[src/pdbist_params.svh]
`ifndef PDBIST_PARAMS_SVH
`define PDBIST_PARAMS_SVH

// Request type codes, bits 31..28 of the test data object
`define PDB_REQ_RX      4'h0
`define PDB_REQ_TX      4'h1
`define PDB_REQ_RC      4'h2
`define PDB_REQ_CAR0    4'h3
`define PDB_REQ_CAR1    4'h4
`define PDB_REQ_CAR2    4'h5
`define PDB_REQ_CAR3    4'h6
`define PDB_REQ_EYE     4'h7
`define PDB_REQ_TDATA   4'h8

// Field widths of the test data object
`define PDB_REQ_W       4
`define PDB_RSVD_W      12
`define PDB_CNT_W       16

// Clock rate and link timing (times in microseconds)
`define PDB_CLK_MHZ     40
`define PDB_T_MODE_US   200
`define PDB_T_RESP_US   1000
`define PDB_T_ERRTMR_US 800
`define PDB_TMR_W       20

// Local pattern generator
`define PDB_PRBS_W      9
`define PDB_PRBS_TAP    5
`define PDB_PRBS_SEED   9'h1FF
`define PDB_CAR3_W      5

`endif

[src/pdbist_pkg.sv]
package pdbist_pkg;
  `include "pdbist_params.svh"

  // Test mode the port is in
  typedef enum logic [3:0] {
    MD_IDLE, MD_RX, MD_TX, MD_CAR0, MD_CAR1, MD_CAR2, MD_CAR3, MD_EYE, MD_TDATA
  } pdbist_mode_e;

  // Test data object layout
  typedef struct packed {
    logic [`PDB_REQ_W-1:0]  req;
    logic [`PDB_RSVD_W-1:0] rsvd;
    logic [`PDB_CNT_W-1:0]  count;
  } pdbist_bdo_s;

  // Whole state of the handler
  typedef struct packed {
    pdbist_mode_e            mode;
    logic [`PDB_CNT_W-1:0]   err;
    logic [`PDB_PRBS_W-1:0]  prbs;
    logic [`PDB_CAR3_W-1:0]  pat;
    logic [`PDB_TMR_W-1:0]   tmr;
    logic                    first;
    logic                    gcrc;
    logic                    resp;
    logic                    start;
    logic                    tx_bit;
    pdbist_bdo_s             bdo;
  } pdbist_state_s;
endpackage : pdbist_pkg

[src/pdbist_test_mode.sv]
`timescale 1ns/1ps
module pdbist_test_mode
  import pdbist_pkg::*;
#(
  parameter int T_MODE_US   = `PDB_T_MODE_US,
  parameter int T_RESP_US   = `PDB_T_RESP_US,
  parameter int T_ERRTMR_US = `PDB_T_ERRTMR_US
) (
  input  wire logic                   mclk_i,
  input  wire logic                   rst_n_i,
  input  wire logic                   vsafe5v_i,
  input  wire logic                   contract_i,
  input  wire logic                   hard_reset_i,
  input  wire logic                   bist_valid_i,
  input  wire pdbist_bdo_s            bist_bdo_i,
  input  wire logic                   msg_rx_i,
  input  wire logic                   gcrc_done_i,
  input  wire logic                   rx_bit_valid_i,
  input  wire logic                   rx_bit_i,
  input  wire logic                   rx_frame_end_i,
  input  wire logic                   phy_bit_en_i,
  output logic                        goodcrc_req_o,
  output logic                        resp_valid_o,
  output pdbist_bdo_s                 resp_bdo_o,
  output logic                        frame_start_o,
  output logic                        frame_mode_o,
  output logic                        cont_tx_o,
  output logic                        tx_bit_o,
  output pdbist_mode_e                mode_o,
  output logic [`PDB_CNT_W-1:0]       test_error_count_o
);

  // Longest times round down to whole cycles
  localparam int MODE_CYC   = T_MODE_US * `PDB_CLK_MHZ;
  localparam int RESP_CYC   = T_RESP_US * `PDB_CLK_MHZ;
  localparam int ERRTMR_CYC = T_ERRTMR_US * `PDB_CLK_MHZ;
  localparam logic [`PDB_TMR_W-1:0] MODE_LIM = `PDB_TMR_W'(MODE_CYC - 1);
  localparam logic [`PDB_TMR_W-1:0] ERR_LIM  = `PDB_TMR_W'(ERRTMR_CYC - 1);

  // The error timer alone must keep frames inside the response limit
  if (MODE_CYC < 2 || ERRTMR_CYC < 2 || ERRTMR_CYC > RESP_CYC) begin : g_bad_timing
    $error("pdbist_test_mode: timing parameters out of range");
  end
  // Timer saturates at all ones, so the limit must fit below that
  if (RESP_CYC >= (1 << `PDB_TMR_W)) begin : g_bad_timer
    $error("pdbist_test_mode: timer too narrow for response limit");
  end

  // One step of the local PRBS; new bit enters at the bottom
  function automatic logic [`PDB_PRBS_W-1:0] prbs_step(input logic [`PDB_PRBS_W-1:0] p);
    logic fb;
    fb = p[`PDB_PRBS_W-1] ^ p[`PDB_PRBS_TAP-1];
    return {p[`PDB_PRBS_W-2:0], fb};
  endfunction : prbs_step

  pdbist_state_s state;
  pdbist_state_s next_state;
  logic          req_ok;
  logic          in_band;

  // Supply and contract gate every request
  assign req_ok  = bist_valid_i & vsafe5v_i & contract_i;
  // Only idle, receiver and transmit states act on requests and hard reset
  assign in_band = (state.mode == MD_IDLE) || (state.mode == MD_RX) ||
                   (state.mode == MD_TX);

  // Next state
  always_comb begin
    next_state       = state;
    next_state.gcrc  = 1'b0;
    next_state.resp  = 1'b0;
    next_state.start = 1'b0;

    case (state.mode)
      // Receiver test: check frame bits against local PRBS
      MD_RX: begin
        if (rx_bit_valid_i) begin
          if (rx_bit_i != state.prbs[`PDB_PRBS_W-1] && state.err != '1) begin
            next_state.err = state.err + 16'h0001;
          end
          next_state.prbs = prbs_step(state.prbs);
        end
        // Frames may come at any spacing; each answered unless hard reset or a receive, carrier, eye or test data request comes too
        if (rx_frame_end_i) begin
          next_state.resp        = 1'b1;
          next_state.bdo.req     = `PDB_REQ_RC;
          next_state.bdo.rsvd    = '0;
          next_state.bdo.count   = next_state.err;
        end
      end
      // Transmit test: frame scheduling and PRBS bits
      MD_TX: begin
        if (state.tmr != '1) begin
          next_state.tmr = state.tmr + 1'b1;
        end
        if (state.first) begin
          // First frame after the GoodCRC, or at the latest limit
          if (gcrc_done_i || state.tmr >= MODE_LIM) begin
            next_state.start = 1'b1;
            next_state.first = 1'b0;
            next_state.tmr   = '0;
          end
        end else if (state.tmr >= ERR_LIM) begin
          next_state.start = 1'b1;
          next_state.tmr   = '0;
        end
        if (phy_bit_en_i) begin
          next_state.tx_bit = state.prbs[`PDB_PRBS_W-1];
          next_state.prbs   = prbs_step(state.prbs);
        end
      end
      MD_CAR0: begin
        if (phy_bit_en_i) begin
          next_state.tx_bit = 1'b0;
        end
      end
      MD_CAR1: begin
        if (phy_bit_en_i) begin
          next_state.tx_bit = 1'b1;
        end
      end
      MD_CAR2: begin
        if (phy_bit_en_i) begin
          next_state.tx_bit = ~state.tx_bit;
        end
      end
      MD_CAR3: begin
        // Top counter bit splits the 32-bit period in halves
        if (phy_bit_en_i) begin
          next_state.tx_bit = ~state.pat[`PDB_CAR3_W-1];
          next_state.pat    = state.pat + 1'b1;
        end
      end
      MD_EYE: begin
        if (phy_bit_en_i) begin
          next_state.tx_bit = state.prbs[`PDB_PRBS_W-1];
          next_state.prbs   = prbs_step(state.prbs);
        end
      end
      MD_TDATA: begin
        // Nothing but GoodCRC leaves the port from here on
        if (msg_rx_i) begin
          next_state.gcrc = 1'b1;
        end
      end
      default: begin
      end
    endcase

    // Requests; carrier, eye and test data states never leave in band
    if (in_band) begin
      if (hard_reset_i) begin
        next_state.mode  = MD_IDLE;
        next_state.tmr   = '0;
        next_state.first = 1'b0;
        next_state.resp  = 1'b0;
        next_state.start = 1'b0;
      end else if (req_ok) begin
        case (bist_bdo_i.req)
          `PDB_REQ_RX: begin
            next_state.mode = MD_RX;
            next_state.err  = '0;
            next_state.prbs = `PDB_PRBS_SEED;
            next_state.resp = 1'b0;
            next_state.gcrc = 1'b1;
          end
          `PDB_REQ_TX: begin
            // Tester is expected to be ready already
            next_state.mode  = MD_TX;
            next_state.prbs  = `PDB_PRBS_SEED;
            next_state.first = 1'b1;
            next_state.tmr   = '0;
            next_state.start = 1'b0;
            next_state.gcrc  = 1'b1;
          end
          `PDB_REQ_RC: begin
            // Message id not checked during frame exchange
            next_state.gcrc = 1'b1;
            if (state.mode == MD_TX && !state.first) begin
              next_state.start = 1'b1;
              next_state.tmr   = '0;
            end
          end
          `PDB_REQ_CAR0, `PDB_REQ_CAR1, `PDB_REQ_CAR2, `PDB_REQ_CAR3,
          `PDB_REQ_EYE: begin
            case (bist_bdo_i.req)
              `PDB_REQ_CAR0: next_state.mode = MD_CAR0;
              `PDB_REQ_CAR1: next_state.mode = MD_CAR1;
              `PDB_REQ_CAR2: next_state.mode = MD_CAR2;
              `PDB_REQ_CAR3: next_state.mode = MD_CAR3;
              default:       next_state.mode = MD_EYE;
            endcase
            next_state.prbs   = `PDB_PRBS_SEED;
            next_state.pat    = '0;
            next_state.tx_bit = 1'b0;
            next_state.resp   = 1'b0;
            next_state.start  = 1'b0;
            next_state.gcrc   = 1'b1;
          end
          `PDB_REQ_TDATA: begin
            next_state.mode  = MD_TDATA;
            next_state.resp  = 1'b0;
            next_state.start = 1'b0;
            next_state.gcrc  = 1'b1;
          end
          default: begin
            // Reserved codes are dropped without reply
          end
        endcase
      end
    end
  end

  // State register; only a power-up style reset leaves the fixed modes
  always_ff @(posedge mclk_i or negedge rst_n_i) begin
    if (!rst_n_i) begin
      state <= '{mode: MD_IDLE, prbs: `PDB_PRBS_SEED, default: '0};
    end else begin
      state <= next_state;
    end
  end

  // Outputs straight from the state register
  assign goodcrc_req_o      = state.gcrc;
  assign resp_valid_o       = state.resp;
  assign resp_bdo_o         = state.bdo;
  assign frame_start_o      = state.start;
  assign frame_mode_o       = (state.mode == MD_TX);
  assign cont_tx_o          = (state.mode == MD_CAR0) || (state.mode == MD_CAR1) ||
                              (state.mode == MD_CAR2) || (state.mode == MD_CAR3) ||
                              (state.mode == MD_EYE);
  assign tx_bit_o           = state.tx_bit;
  assign mode_o             = state.mode;
  assign test_error_count_o = state.err;

endmodule : pdbist_test_mode

[config.mk]
export PLATFORM = sky130hd
export DESIGN_NAME = pdbist_test_mode
export DESIGN_NICKNAME = d
export VERILOG_FILES = /design/src/pdbist_pkg.sv /design/src/pdbist_test_mode.sv
export VERILOG_INCLUDE_DIRS = /design/src
export SDC_FILE = /design/constraint.sdc
export NUM_CORES = 1
export LEC_CHECK = 0
export ABC_AREA = 1
export ABC_CLOCK_PERIOD_IN_PS = 4100
export BUFFER_PORTS_ARGS = -buffer_cell sky130_fd_sc_hd__buf_2
export CORE_ASPECT_RATIO = 1.5
export CORE_MARGIN = 2
export CORE_UTILIZATION = 47
export DETAILED_ROUTE_END_ITERATION = 8
export PLACE_DENSITY_LB_ADDON = 0.12
export SLEW_MARGIN = 5
export SYNTH_ARGS = -nofsm -noshare
export SYNTH_HDL_FRONTEND = slang
export SYNTH_SLANG_ARGS = --single-unit
export TNS_END_PERCENT = 50
[constraint.sdc]
create_clock -name mclk_i -period 4.1 [get_ports mclk_i]
set_input_delay 0.41 -clock mclk_i [delete_from_list [all_inputs] [get_ports mclk_i]]
set_output_delay 0.41 -clock mclk_i [all_outputs]
set_load 0.03 [all_outputs]
Word level (Yosys, flattened, before mapping):

Cells that the tools add are included.

* register bits: 76

* add/sub/neg operators: 3
* magnitude comparators: 2
* equality and inequality tests: 19
* multiplexer cells: 49
* bitwise operators: 5
* reduce and logical (&&, ||, !) cells: 22

Operators by type and width (count)
* 20-bit 2-to-1 mux: 5
* 21-bit 2-to-1 mux: 3
* 59-bit 2-to-1 mux: 1
* 55-bit 2-to-1 mux: 1
* 16-bit 2-to-1 mux: 3
* 20-bit case mux with 2 select lines: 1
* 4-bit by 3-bit equality test with 1-bit output (second input constant): 8
* 30-bit 2-to-1 mux: 1
* 25-bit 2-to-1 mux: 1
* 1-bit 2-to-1 mux: 21
* 7-bit OR reduction: 3
* 20-bit by 1-bit adder with 20-bit output (second input constant): 1
* 20-bit by 13-bit >= comparator with 1-bit output (second input constant): 1
* 20-bit by 15-bit >= comparator with 1-bit output (second input constant): 1
* 20-bit inequality test (second input constant): 1
* 9-bit 2-to-1 mux: 2
* 9-bit case mux with 2 select lines: 1
* 16-bit by 1-bit adder with 16-bit output (second input constant): 1
* 4-bit by 2-bit equality test with 1-bit output (second input constant): 4
* 16-bit inequality test (second input constant): 1
* 4-bit case mux with 4 select lines: 1
* 5-bit 2-to-1 mux: 3
* 3-bit case mux with 4 select lines: 1
* 9-bit OR reduction: 1
* 21 further kinds: 33

Longest topological paths before layout:

* depth in word-level cells: 11
* mapped depth: 13

Least setup slack after synthesis:

OpenSTA, ideal clock, no wires.

* kind: register to register
* from: register state (netlist bit test_error_count_o[0])
* to: register state (netlist bit test_error_count_o[6])
* setup time: 0.113 ns
* arrival time: 1.454 ns
* data required time: 3.987 ns
* path slack: 2.533 ns
* stages on the path, launching flop included: 14
* path buffers: 0
* cells stage by stage: dfrtp_1 -> ha_1 -> nand2_1 -> nor2_4 -> nand2_4 -> nor2_4 -> nor2_4 -> nand2_2 -> nor2_1 -> nand2_1 -> nand2_1 -> nand2_1 -> nand2_1 -> inv_1

RTL lines
* start, declared: RTL line pdbist_test_mode.sv:56 `pdbist_state_s state;`
* start signal, assigned: RTL line pdbist_test_mode.sv:219 `state <= next_state;`

==> results by stage <==
Run status:
- The run finished, with violations left.
- The final reports fail on design-rule violations.

Logic synthesis:
- Synthesis produced 609 cells.
- The top cell type by area accounts for a little over a third of the synthesized area.
- The number of different library cells in the post-synthesis netlist is 42.
- Ranked by total cell area, the synthesized netlist is headed by dfrtp_1 35%, nand2_1 11%, buf_4 8.4%, inv_1 5.2%, dfstp_2 5.0%.
- After synthesis, the share of flip-flops with an asynchronous set or reset is 100%.
- After synthesis, flip-flops and latches occupy 40.5% of the total area.
- The count of flip-flops with a built-in enable after synthesis is 0.
- Of all cell types, the one taking the most synthesized area is dfrtp_1.
- The number of storage elements in the synthesis netlist is 76.
- For this run, the number of Yosys warnings is 0.
- In this run the mean area of a mapped cell was between 7 and 8 um2.
- The netlist area before placement is around 0.0047 mm2.
- The predominant post-synthesis flop cell is dfrtp_1.

Finish:
- Relative to the synthesized area, the layout overhead comes to 7.49%.
- The final layout contains between 600 and 700 nets.
- Of the cells placed in the final design, the portion with a size suffix greater than 1 is between 20% and 30%.
- The area of all placed cells without fillers is around 0.005 mm2.
- The number of diodes added for antenna fixing is 0.

Detailed routing:
- The number of vias per cell after detailed routing is around 5.0.
- Summed over all layers, the routed wires come to just under 10000 um.
- The count of nets left with antenna violations after detail routing is 0.
- The overall via count from detail_route is roughly 3800.
- In the routed design, unresolved DRC markers number 4.
- The average wire per cell in the routed design is between 10 and 15 um.
- The number of iterations in the first detailed-routing pass is 9.
- In this run, the number of DRC markers left after iteration 0 of detailed routing was 164.

Critical path:
- The category of the worst setup path launch point is a register.
- The origin of the critical flop-to-flop path is mode_o[2]$_DFFE_PN0P_.
- The required time of the critical path is between 4 and 5 ns.
- The endpoint of the worst-slack reg-to-reg timing path is resp_valid_o$_DFF_PN0_.
- STA classifies the critical path endpoint as a register.
- The worst register-to-register path has a setup slack of around 1.9 ns.
- At the worst endpoint, the arrival time is around 2.5 ns.
- The largest fanout on the critical path is 28.
- The critical path launch point is mode_o[2]$_DFFE_PN0P_.
- The category of the critical setup timing path is reg2reg.
- Measured in cells, the most critical reg-to-reg path has a length of 7.
- The critical path ends at resp_valid_o$_DFF_PN0_.

Flow run:
- The tool flagged a number of max-cap violations equal to 0.

Power and ir drop:
- For this design the ratio of total power to cell area is around 330 mW/mm2.
- The largest vdd supply drop is 169 uV.
- The analysis attributes to cell leakage a power of ~2.6 nW.

Clock tree:
- The total clock sinks is 76.
- TritonCTS created 9 clock buffers.
- The insertion delay to the later sink of the worst-skew pair is around 0.33 ns.
- The number of buffers inserted by hold repair at cts is 0.
- The number of buffers between clock root and the deepest sink is 2.
- The TritonCTS clock tree is done.
- The total number of H-tree levels is 3.
- After clock tree synthesis, the repair step resized 0 gates.
- The number of buffers inserted by post-CTS setup repair is 0.
- Clock tree synthesis selected as its root buffer the cell clkbuf_16.
- Clock-pin slew was measured on the worst setup and hold paths at ~0.070 ns.

Global route:
- The number of antenna violations at the first check in global routing is 0.
- The maximum number of pins on one net before global-route repair is slightly below 80.
- The via count of the first global-routing pass is 3692.
- For this run, global-route usage on met1 was measured as between 20% and 30%.
- The global-route wire length before repair is roughly 16000 um.
- Global routing used between 10% and 20% of the available tracks across all layers.
- met2 is the most crowded layer.
- The global-route met2 utilization is 34.6%.
- The met3 usage is under 10%.
- The total overflow left after global routing is 0.

Placed design:
- The final RePlAce weighted congestion is slightly below 0.9.
- The count of buffers inserted at the top-level ports is 58.
- The placed instance area is around 0.0048 mm2.
- Detailed placement ended at an HPWL of around 7300 um.

STA:
- Setup violations remaining at the end of the flow were counted as 0.
- The accumulated negative setup slack is 0 ns.
- The count of final hold-check violations is 0.
- The slew at the pin with the worst max-slew slack is just over 0.9 ns.
- The worst setup skew after layout is 0.00766 ns.
- The final period utilization is between 50% and 60%.
- The worst slew margin relative to its limit is 37.8%.
- Based on the critical path, the design can be clocked at up to roughly 460 MHz.
- The minimum clock period is ~2.2 ns.
- Setup repair after global routing left no endpoint under its margin.
- The number of max-slew violations in the final report is 0.

Die:
- The die covers ~0.011 mm2.
- The floorplan has 44 rows.
- The die is roughly 130 um tall.
- The horizontal die dimension is roughly 86 um.
- The initial standard-cell utilization of the core is about 48%.
- During I/O placement, the number of pins put on the boundary was ~100.
- After floorplanning, the core was sized to cover roughly 0.01 mm2.

Worst hold path:
- The worst hold path belongs to the class in2async.
## per-layer routing
layer	part of all wire, %	up-vias	wire length (um)
met1	43	1770	4190
met2	52	66	5040
met5	0	-	0
met3	3.3	12	316
li1	-	1947	-
met4	1.3	0	123
## placed cells by master, fill, tap and decap left out, types with 3 or more instances in the layout
cell,instances
nor2_1,53
dfstp_2,9
xor2_1,14
clkbuf_16,9
or2_2,3
nor3b_1,3
inv_6,3
a31oi_1,4
ha_1,5
a21oi_1,27
buf_2,57
nor2_4,8
nor2_2,7
xnor2_1,3
o21ai_1,12
o211ai_1,11
nor3_1,7
nand3_1,31
nand2_2,8
conb_1,15
nand2_1,134
inv_1,66
o21ai_0,27
dfrtp_1,67
nand3_2,5
inv_2,9
nand4_1,16
## area by class of cell
cell class	instances	area, um2
clock buffers	9	225
fillers	965	4670
flip-flops and latches	76	1910
inverters	78	295
repair buffers	58	293
multi-input cells	409	2130
well taps	115	144
clock inverters	7	73.8
## synth_stat cells (4+ instances only)
library cell and number:
nand4_1 16, a21oi_1 27, dfrtp_1 67, nand2_1 134, clkbuf_1 4, nor2_4 8, inv_1 66, o21ai_1 12
buf_4 53, a31oi_1 4, nor3_1 7, nand3_1 31, nand2_2 8, inv_2 9, nor2_1 53, xor2_1 14
dfstp_2 9, nor2_2 7, nand3_2 5, ha_1 5, o21ai_0 27, o211ai_1 11
## flip-flops by register name, summed over array words and instances, names as in the netlist
name                flops
frame_start_o           1
goodcrc_req_o           1
mode_o                  4
resp_bdo_o             17
resp_valid_o            1
state                  35
test_error_count_o     16
tx_bit_o                1
## power by group
group	total [mW]	switching [mW]	internal, mW	leakage [nW]
sequential	0.777	0.0110	0.766	0.941
clock	0.799	0.324	0.476	0.147
combinational	0.0987	0.0741	0.0246	1.50
## kinds of logic after synthesis
family | share of synthesized area, %
flops | 40.5
other cells | 0.0794
buf+inv | 15.4
fa+ha+maj | 1.32
xor+xnor | 3.15
compound gates | 10.6
simple gates | 28.9
## through the flow
| step | hold slack [ns] | worst slack (ns) | power, mW | utilization (%) | cells |
|---|---|---|---|---|---|
| 6_report | 0.216 | 1.92 | 1.68 | 52.1 | 752 |
| 5_1_grt | 0.311 | 1.59 | 1.74 | 52.1 | 752 |
| 4_1_cts | 0.262 | 1.84 | 1.70 | 52.1 | 752 |
| 3_5_place_dp | 0.454 | 1.86 | 0.891 | 49.0 | 736 |
| 3_3_place_gp | 0.450 | 1.88 | 0.890 | 49.0 | 736 |
| 2_1_floorplan | 0.114 | 2.53 | 0.866 | - | 623 |
## worst min path at each step
stage,to,depth (start not counted)
3_3_place_gp,resp_bdo_o[29]$_DFFE_PN0P_,1
5_1_grt,resp_bdo_o[1]$_DFFE_PN0P_,1
2_1_floorplan,frame_start_o$_DFF_PN0_,0
6_report,resp_bdo_o[1]$_DFFE_PN0P_,1
3_5_place_dp,resp_bdo_o[29]$_DFFE_PN0P_,1
4_1_cts,resp_bdo_o[3]$_DFFE_PN0P_,1
## critical path, cell delays in order, from the launching register on
cell,delay [ns]
dfrtp_1,0.42
inv_1,0.16
nand2_1,0.13
nor2_4,0.44
nand2_2,0.43
inv_1,0.34
nand3_1,0.12
inv_1,0.07
Note: power is estimated with default switching activity, not from simulation.
